[src/include/actr_consts.vh]
`ifndef ACTR_CONSTS_VH
`define ACTR_CONSTS_VH

// Register addresses (byte addresses of the serial register port)
`define ACTR_ADDR_TA_SGL_INB 15'h0_31A
`define ACTR_ADDR_TB_SGL_INB 15'h0_31B
`define ACTR_ADDR_OA_DUAL_INA 15'h0_344
`define ACTR_ADDR_OA_DUAL_INB 15'h0_346
`define ACTR_ADDR_OA_SGL_INA 15'h0_348
`define ACTR_ADDR_OA_SGL_INB 15'h0_34A

// Printed reset values; fuse defaults replace them one cycle after reset
`define ACTR_RST_TIMING 8'h00
`define ACTR_RST_OFFSET 16'h0000

// Field layout of the offset registers
`define ACTR_OFS_MSB 11
`define ACTR_RSV_MSB 15
`define ACTR_RSV_LSB 12

// Index of each trim in the fuse image
`define ACTR_FUSE_TA 3'h0
`define ACTR_FUSE_TB 3'h1
`define ACTR_FUSE_O0 3'h2
`define ACTR_FUSE_O1 3'h3
`define ACTR_FUSE_O2 3'h4
`define ACTR_FUSE_O3 3'h5

`endif

[src/hw/actr_trim_select.v]
`timescale 1ns/100ps
`include "actr_consts.vh"

module actr_trim_select (
  // Operating mode
  input  wire        single_mode,
  input  wire        sample_input_two,
  input  wire        fg_cal_enable,
  // Stored trims
  input  wire [7:0]  core_a_single_inb_timing_trim,
  input  wire [7:0]  core_b_single_inb_timing_trim,
  input  wire [11:0] core_a_dual_ina_offset_trim,
  input  wire [11:0] core_a_dual_inb_offset_trim,
  input  wire [11:0] core_a_single_ina_offset_trim,
  input  wire [11:0] core_a_single_inb_offset_trim,
  // Selected trims
  output reg  [7:0]  core_a_timing,
  output reg         core_a_timing_valid,
  output reg  [7:0]  core_b_timing,
  output reg         core_b_timing_valid,
  output reg  [11:0] core_a_offset,
  output reg         core_a_offset_valid
);

  always @* begin
    core_a_timing       = 8'h00;
    core_a_timing_valid = 1'b0;
    core_b_timing       = 8'h00;
    core_b_timing_valid = 1'b0;
    core_a_offset       = 12'h000;
    core_a_offset_valid = 1'b0;
    if (fg_cal_enable) begin
      if (single_mode && sample_input_two) begin
        core_a_timing       = core_a_single_inb_timing_trim;
        core_a_timing_valid = 1'b1;
        core_b_timing       = core_b_single_inb_timing_trim;
        core_b_timing_valid = 1'b1;
      end
      core_a_offset_valid = 1'b1;
      if (!single_mode && !sample_input_two) begin
        core_a_offset = core_a_dual_ina_offset_trim;
      end else if (!single_mode) begin
        core_a_offset = core_a_dual_inb_offset_trim;
      end else if (!sample_input_two) begin
        core_a_offset = core_a_single_ina_offset_trim;
      end else begin
        core_a_offset = core_a_single_inb_offset_trim;
      end
    end
  end

endmodule

[src/hw/actr_trim_bank.v]
// Summary of operation
// - 8-bit RW core A timing trim, used single mode, calibration on, input two.
// - 8-bit RW core B timing trim, used single mode, calibration on, input two.
// - 12-bit core A offset trim for dual mode, input one, calibration on.
// - 12-bit core A offset trim for dual mode, input two, calibration on.
// - 12-bit core A offset trim for single mode, input one, calibration on.
// - 12-bit core A offset trim for single mode, input two, calibration on.
// - Reset loads zero, then fuse values one cycle later; offset bits 15:12 are reserved.
// - Software can read back factory trims and overwrite them.
`timescale 1ns/100ps
`include "actr_consts.vh"

module actr_trim_bank (
  // Clock and reset
  input  wire        clock,
  input  wire        rst,
  // Register port
  input  wire        reg_wr,
  input  wire        reg_rd,
  input  wire [14:0] reg_addr,
  input  wire [15:0] reg_wdata,
  output reg  [15:0] reg_rdata,
  output reg         reg_rvalid,
  // Factory fuse image, six 16-bit words
  input  wire [95:0] fuse_image,
  // Operating mode
  input  wire        single_mode,
  input  wire        sample_input_two,
  input  wire        fg_cal_enable,
  // Trims delivered to the cores
  output wire [7:0]  core_a_timing,
  output wire        core_a_timing_valid,
  output wire [7:0]  core_b_timing,
  output wire        core_b_timing_valid,
  output wire [11:0] core_a_offset,
  output wire        core_a_offset_valid
);

  reg [7:0]  core_a_single_inb_timing_trim;
  reg [7:0]  core_b_single_inb_timing_trim;
  reg [15:0] core_a_dual_ina_offset_trim;
  reg [15:0] core_a_dual_inb_offset_trim;
  reg [15:0] core_a_single_ina_offset_trim;
  reg [15:0] core_a_single_inb_offset_trim;
  reg        fuse_pending;
  reg [15:0] next_rdata;

  function [15:0] fuse_word;
    input [95:0] image;
    input [2:0]  idx;
    begin
      fuse_word = image[idx*16 +: 16];
    end
  endfunction

  // Timing trims keep only the low byte of their fuse word
  function [7:0] fuse_byte;
    input [95:0] image;
    input [2:0]  idx;
    begin
      fuse_byte = image[idx*16 +: 8];
    end
  endfunction

  // Fuse load one cycle after reset so no port value enters the reset path
  always @(posedge clock) begin
    if (rst) begin
      fuse_pending                  <= 1'b1;
      core_a_single_inb_timing_trim <= `ACTR_RST_TIMING;
      core_b_single_inb_timing_trim <= `ACTR_RST_TIMING;
      core_a_dual_ina_offset_trim   <= `ACTR_RST_OFFSET;
      core_a_dual_inb_offset_trim   <= `ACTR_RST_OFFSET;
      core_a_single_ina_offset_trim <= `ACTR_RST_OFFSET;
      core_a_single_inb_offset_trim <= `ACTR_RST_OFFSET;
    end else if (fuse_pending) begin
      fuse_pending                  <= 1'b0;
      core_a_single_inb_timing_trim <= fuse_byte(fuse_image, `ACTR_FUSE_TA);
      core_b_single_inb_timing_trim <= fuse_byte(fuse_image, `ACTR_FUSE_TB);
      core_a_dual_ina_offset_trim   <= fuse_word(fuse_image, `ACTR_FUSE_O0);
      core_a_dual_inb_offset_trim   <= fuse_word(fuse_image, `ACTR_FUSE_O1);
      core_a_single_ina_offset_trim <= fuse_word(fuse_image, `ACTR_FUSE_O2);
      core_a_single_inb_offset_trim <= fuse_word(fuse_image, `ACTR_FUSE_O3);
    end else if (reg_wr) begin
      // Software overwrite of the factory trims
      if (reg_addr == `ACTR_ADDR_TA_SGL_INB) begin
        core_a_single_inb_timing_trim <= reg_wdata[7:0];
      end else if (reg_addr == `ACTR_ADDR_TB_SGL_INB) begin
        core_b_single_inb_timing_trim <= reg_wdata[7:0];
      end else if (reg_addr == `ACTR_ADDR_OA_DUAL_INA) begin
        core_a_dual_ina_offset_trim <= reg_wdata;
      end else if (reg_addr == `ACTR_ADDR_OA_DUAL_INB) begin
        core_a_dual_inb_offset_trim <= reg_wdata;
      end else if (reg_addr == `ACTR_ADDR_OA_SGL_INA) begin
        core_a_single_ina_offset_trim <= reg_wdata;
      end else if (reg_addr == `ACTR_ADDR_OA_SGL_INB) begin
        core_a_single_inb_offset_trim <= reg_wdata;
      end
    end
  end

  // Reserved bits are plain storage and read back as written
  always @* begin
    if (reg_addr == `ACTR_ADDR_TA_SGL_INB) begin
      next_rdata = {8'h00, core_a_single_inb_timing_trim};
    end else if (reg_addr == `ACTR_ADDR_TB_SGL_INB) begin
      next_rdata = {8'h00, core_b_single_inb_timing_trim};
    end else if (reg_addr == `ACTR_ADDR_OA_DUAL_INA) begin
      next_rdata = core_a_dual_ina_offset_trim;
    end else if (reg_addr == `ACTR_ADDR_OA_DUAL_INB) begin
      next_rdata = core_a_dual_inb_offset_trim;
    end else if (reg_addr == `ACTR_ADDR_OA_SGL_INA) begin
      next_rdata = core_a_single_ina_offset_trim;
    end else if (reg_addr == `ACTR_ADDR_OA_SGL_INB) begin
      next_rdata = core_a_single_inb_offset_trim;
    end else begin
      next_rdata = 16'h0000;
    end
  end

  always @(posedge clock) begin
    if (rst) begin
      reg_rdata  <= 16'h0000;
      reg_rvalid <= 1'b0;
    end else begin
      reg_rvalid <= reg_rd;
      if (reg_rd) begin
        reg_rdata <= next_rdata;
      end
    end
  end

  // Only the 12-bit field reaches the core; bits 15:12 stay reserved
  actr_trim_select u_select (
    .single_mode                   (single_mode),
    .sample_input_two              (sample_input_two),
    .fg_cal_enable                 (fg_cal_enable),
    .core_a_single_inb_timing_trim (core_a_single_inb_timing_trim),
    .core_b_single_inb_timing_trim (core_b_single_inb_timing_trim),
    .core_a_dual_ina_offset_trim   (core_a_dual_ina_offset_trim[`ACTR_OFS_MSB:0]),
    .core_a_dual_inb_offset_trim   (core_a_dual_inb_offset_trim[`ACTR_OFS_MSB:0]),
    .core_a_single_ina_offset_trim (core_a_single_ina_offset_trim[`ACTR_OFS_MSB:0]),
    .core_a_single_inb_offset_trim (core_a_single_inb_offset_trim[`ACTR_OFS_MSB:0]),
    .core_a_timing                 (core_a_timing),
    .core_a_timing_valid           (core_a_timing_valid),
    .core_b_timing                 (core_b_timing),
    .core_b_timing_valid           (core_b_timing_valid),
    .core_a_offset                 (core_a_offset),
    .core_a_offset_valid           (core_a_offset_valid)
  );

endmodule

[config.mk]
export PLATFORM = sky130hd
export DESIGN_NAME = actr_trim_bank
export DESIGN_NICKNAME = d
export VERILOG_FILES = /design/src/hw/actr_trim_select.v /design/src/hw/actr_trim_bank.v
export VERILOG_INCLUDE_DIRS = /design/src /design/src/include
export SDC_FILE = /design/constraint.sdc
export NUM_CORES = 1
export LEC_CHECK = 0
export ABC_AREA = 1
export BUFFER_PORTS_ARGS = -buffer_cell sky130_fd_sc_hd__buf_2
export CORE_MARGIN = 3
export CORE_UTILIZATION = 45
export DETAILED_ROUTE_END_ITERATION = 7
export GPL_ROUTABILITY_DRIVEN = 0
export PLACE_DENSITY = 0.72
export SYNTH_ARGS = -nofsm -noshare
export SYNTH_HDL_FRONTEND = slang
export SYNTH_SLANG_ARGS = --single-unit
[constraint.sdc]
create_clock -name clock -period 1.6 [get_ports clock]
set_input_delay 0.08 -clock clock [delete_from_list [all_inputs] [get_ports clock]]
set_output_delay 0.08 -clock clock [all_outputs]
set_load 0.03 [all_outputs]
==> out/results.ini <==
[global_route]
grt_max_degree=83
grt_pass1_vias=5845
grt_pass1_wl_um=30270
antenna_found_initial=0
grtUsageTotal_pct=27.28
grt-ovfl-total=0

[min_path]
hold_path_end=core_a_dual_inb_offset_trim[9]$_SDFFE_PP0P_
hold_path_depth=3
hold_path_class=in2reg
min_from=fuse_image[57]

[timing]
timing.hold.ws_ps=4.840
slew_viol_final=0
fin_ws_ps=6.311
setup_viol=0
fin_tns_setup_ps=0
hold_viol=0
worst_slew_pin_slew_ps=628.1
slew_headroom_pct=58.08
finClkSkew_ps=6.512
timing.final.crit_share_pct=99.61
finalCriticalPeriod_ps=1594
clock.fmax_mhz=627.5
rsz0062_at_grt=true

[setup_path]
critPathMaxStageDelay_ps=350
reg2reg_slack_ps=130
path_max_fanout=2
r2r.worst_path.cells=6
cp-end-kind=output pin
slowest_stage=a221oi_2
cp-start-kind=flip-flop
r2r_start=fuse_pending$_DFF_P_
r2r_end=core_a_single_inb_timing_trim[6]$_SDFFE_PP0P_
cp_data_required_time_ps=1520
worstSetupPathType=reg2out
crit_chain=inv_2, a21oi_2, o21ai_2, a221oi_2, buf_4
crit_arrival_ps=1510

[final_layout]
drive_gt1_share_pct=31.14
post-route-util_pct=61.63
n_antenna_cell=0
fin_area_um2=7465
synthToLayoutAreaGrowth_pct=32.70
nNetsFinal=1163

[place]
dpl.hpwl_um=14590
place_ws_ps=-10.34
portBuffers=165
postPlaceCellArea_um2=6945

[routing]
viasPerCell=5.436
ant_nets=0
via_count=6534
drc=0
drt_iter0_markers=783
wirelength_um=19820
wl_per_cell_um=16.49
first_pass_iters=5

[power]
power.internal_uw=4242
ir_worst_vdd_mv=0.6624
clkPwrFrac_pct=36.3
netSwitchingFraction_pct=29.42
p_per_area_nw_per_um2=805.2
leakage_uw=0.003403
p_switching_uw=1768
comb_power_share_pct=18.8
pwr-share-seq_pct=44.8

[clock_network]
clk-insertion-delay-late_ps=350
path_clk_slew_ps=70
clkSinkCount=98
cts_buffer_depth=2
cts_buffers=9
cts_tree=yes
h-tree-depth=3
root_buffer=clkbuf_16

[logic_synthesis]
yosysWarnings=0
synth_top_area_share_pct=34.88
synthesis.area_um2=5625
ys_seq_elements=98
synth_edf_count=0
synth_area_leader_cell=dfxtp_1
avgSynthCellArea_um2=6.634
synthArstFlopShare_pct=0
syn_nets=982
synth_area_leaders=dfxtp_1, nand2_1, a21oi_1
synthCells=848
synth_cell_types=33
yosysSeqAreaShare_pct=34.88
synth_flop_cell=dfxtp_1

[floorplanning]
ios=182
rows=40
fp.dieW_um=117.8
core-area_um2=12110
die-area_um2=13880
start_util_pct=46.45
dieHeight_um=117.8

[outcome]
status=completed

[run]
maxCapViolCount=0

[synth_stat cells (8+ instances only)]
library cell	count
o21ai_1	29
a221oi_1	8
inv_1	84
o21ai_0	77
a21oi_1	122
dfxtp_1	98
a21oi_2	16
nand2_1	197
buf_2	8
clkbuf_1	28
nand3_1	34
nor2_1	69
a31oi_1	9
nor3_1	10
nand3b_1	8
[repair_timing]
| action | CTS | global route |
|---|---|---|
| buffers inserted | 0 | 6 |
| pin swaps | 1 | 19 |
| hold buffers | 6 | 0 |
| hold endpoints to repair | 6 | 0 |
| resized for setup | 10 | 53 |
| endpoints found under the setup margin | 5 | 12 |
[area by class of cell]
class / count / area [um^2]
clock buffers: 10 / 229.0
clock inverters: 6 / 65.06
fillers: 1182 / 4647
inverters: 89 / 334.1
multi-input cells: 611 / 3203
flip-flops and latches: 98 / 1977
well taps: 168 / 210.2
repair buffers: 220 / 1446
[metrics by stage]
step | cells | total power [uW]
floorplan | 848 | 3337
global placement | 1174 | 3760
detailed placement | 1174 | 3767
CTS | 1196 | 5953
global route | 1202 | 6252
finish | 1202 | 6011
[placed cells by master (no fill, tap or decap), types with 4 or more instances in the layout]
master           n
nor3_1           9
nand2_1        197
dfxtp_2         12
a31oi_1          9
a22oi_1          4
o21ai_1         35
buf_12          13
dfxtp_1         86
nor2_1          59
a221oi_2         5
buf_2          153
inv_1           77
buf_4           48
o21ai_0         67
nand3_1         34
nand3b_1         8
clkbuf_16        9
a21oi_1        114
inv_2           12
a21oi_2         24
nand3_4          4
dlygate4sd3_1    6
nor2_4          17
o21ai_2          6
[registers in the layout, indices dropped and copies added, names as in the netlist]
register                       count
reg_rvalid                         1
core_a_single_inb_offset_trim     16
core_a_dual_inb_offset_trim       16
reg_rdata                         16
fuse_pending                       1
core_b_single_inb_timing_trim      8
core_a_single_ina_offset_trim     16
core_a_single_inb_timing_trim      8
core_a_dual_ina_offset_trim       16
[critical path, delay by kind of cell, from the launching register on]
family                 cells  cell delay [ps]
buffers and inverters      2              270
AO/OA/AOI/OAI              3              560
flip-flops                 1              330
[cell families after synthesis]
logic type | after synthesis | synth area share (%)
buffers and inverters | 139 | 11.08
AO/OA/AOI/OAI | 270 | 26.82
AND/OR/NAND/NOR | 341 | 27.22
flip-flops | 98 | 34.88
[power by group through the flow]
| stage | clock network (uW) | registers, uW | logic [uW] |
|---|---|---|---|
| 6_report | 2180 | 2690 | 1130 |
| 5_1_grt | 2310 | 2710 | 1230 |
| 4_1_cts | 2210 | 2680 | 1070 |
| 3_5_place_dp | 0 | 2730 | 1030 |
| 3_3_place_gp | 0 | 2730 | 1030 |
| 2_1_floorplan | 0 | 2700 | 640 |
[how the worst max path moves through the flow]
stage | slack [ps] | end | cells past startpoint | start
3_3_place_gp | -10 | reg_rdata[6]$_SDFFE_PP0P_ | 12 | reg_addr[13]
5_1_grt | -50 | core_a_offset[6] | 5 | core_a_single_inb_offset_trim[6]$_SDFFE_PP0P_
4_1_cts | -20 | core_a_offset[4] | 5 | core_a_single_inb_offset_trim[4]$_SDFFE_PP0P_
6_report | 6 | core_a_offset[4] | 5 | core_a_single_inb_offset_trim[4]$_SDFFE_PP0P_
2_1_floorplan | 7 | core_a_timing[0] | 6 | sample_input_two
3_5_place_dp | -10 | reg_rdata[6]$_SDFFE_PP0P_ | 12 | reg_addr[11]
[routing by layer]
| layer | vias to the layer above | track usage [%] | routed length [um] |
|---|---|---|---|
| met5 | - | 0 | 0 |
| met4 | 0 | 10.33 | 620 |
| met3 | 55 | 5.094 | 2035 |
| met2 | 367 | 38.84 | 8439 |
| met1 | 2953 | 40.65 | 8727 |
| li1 | 3159 | - | - |
No activity file was read; power rests on OpenSTA's default activity.
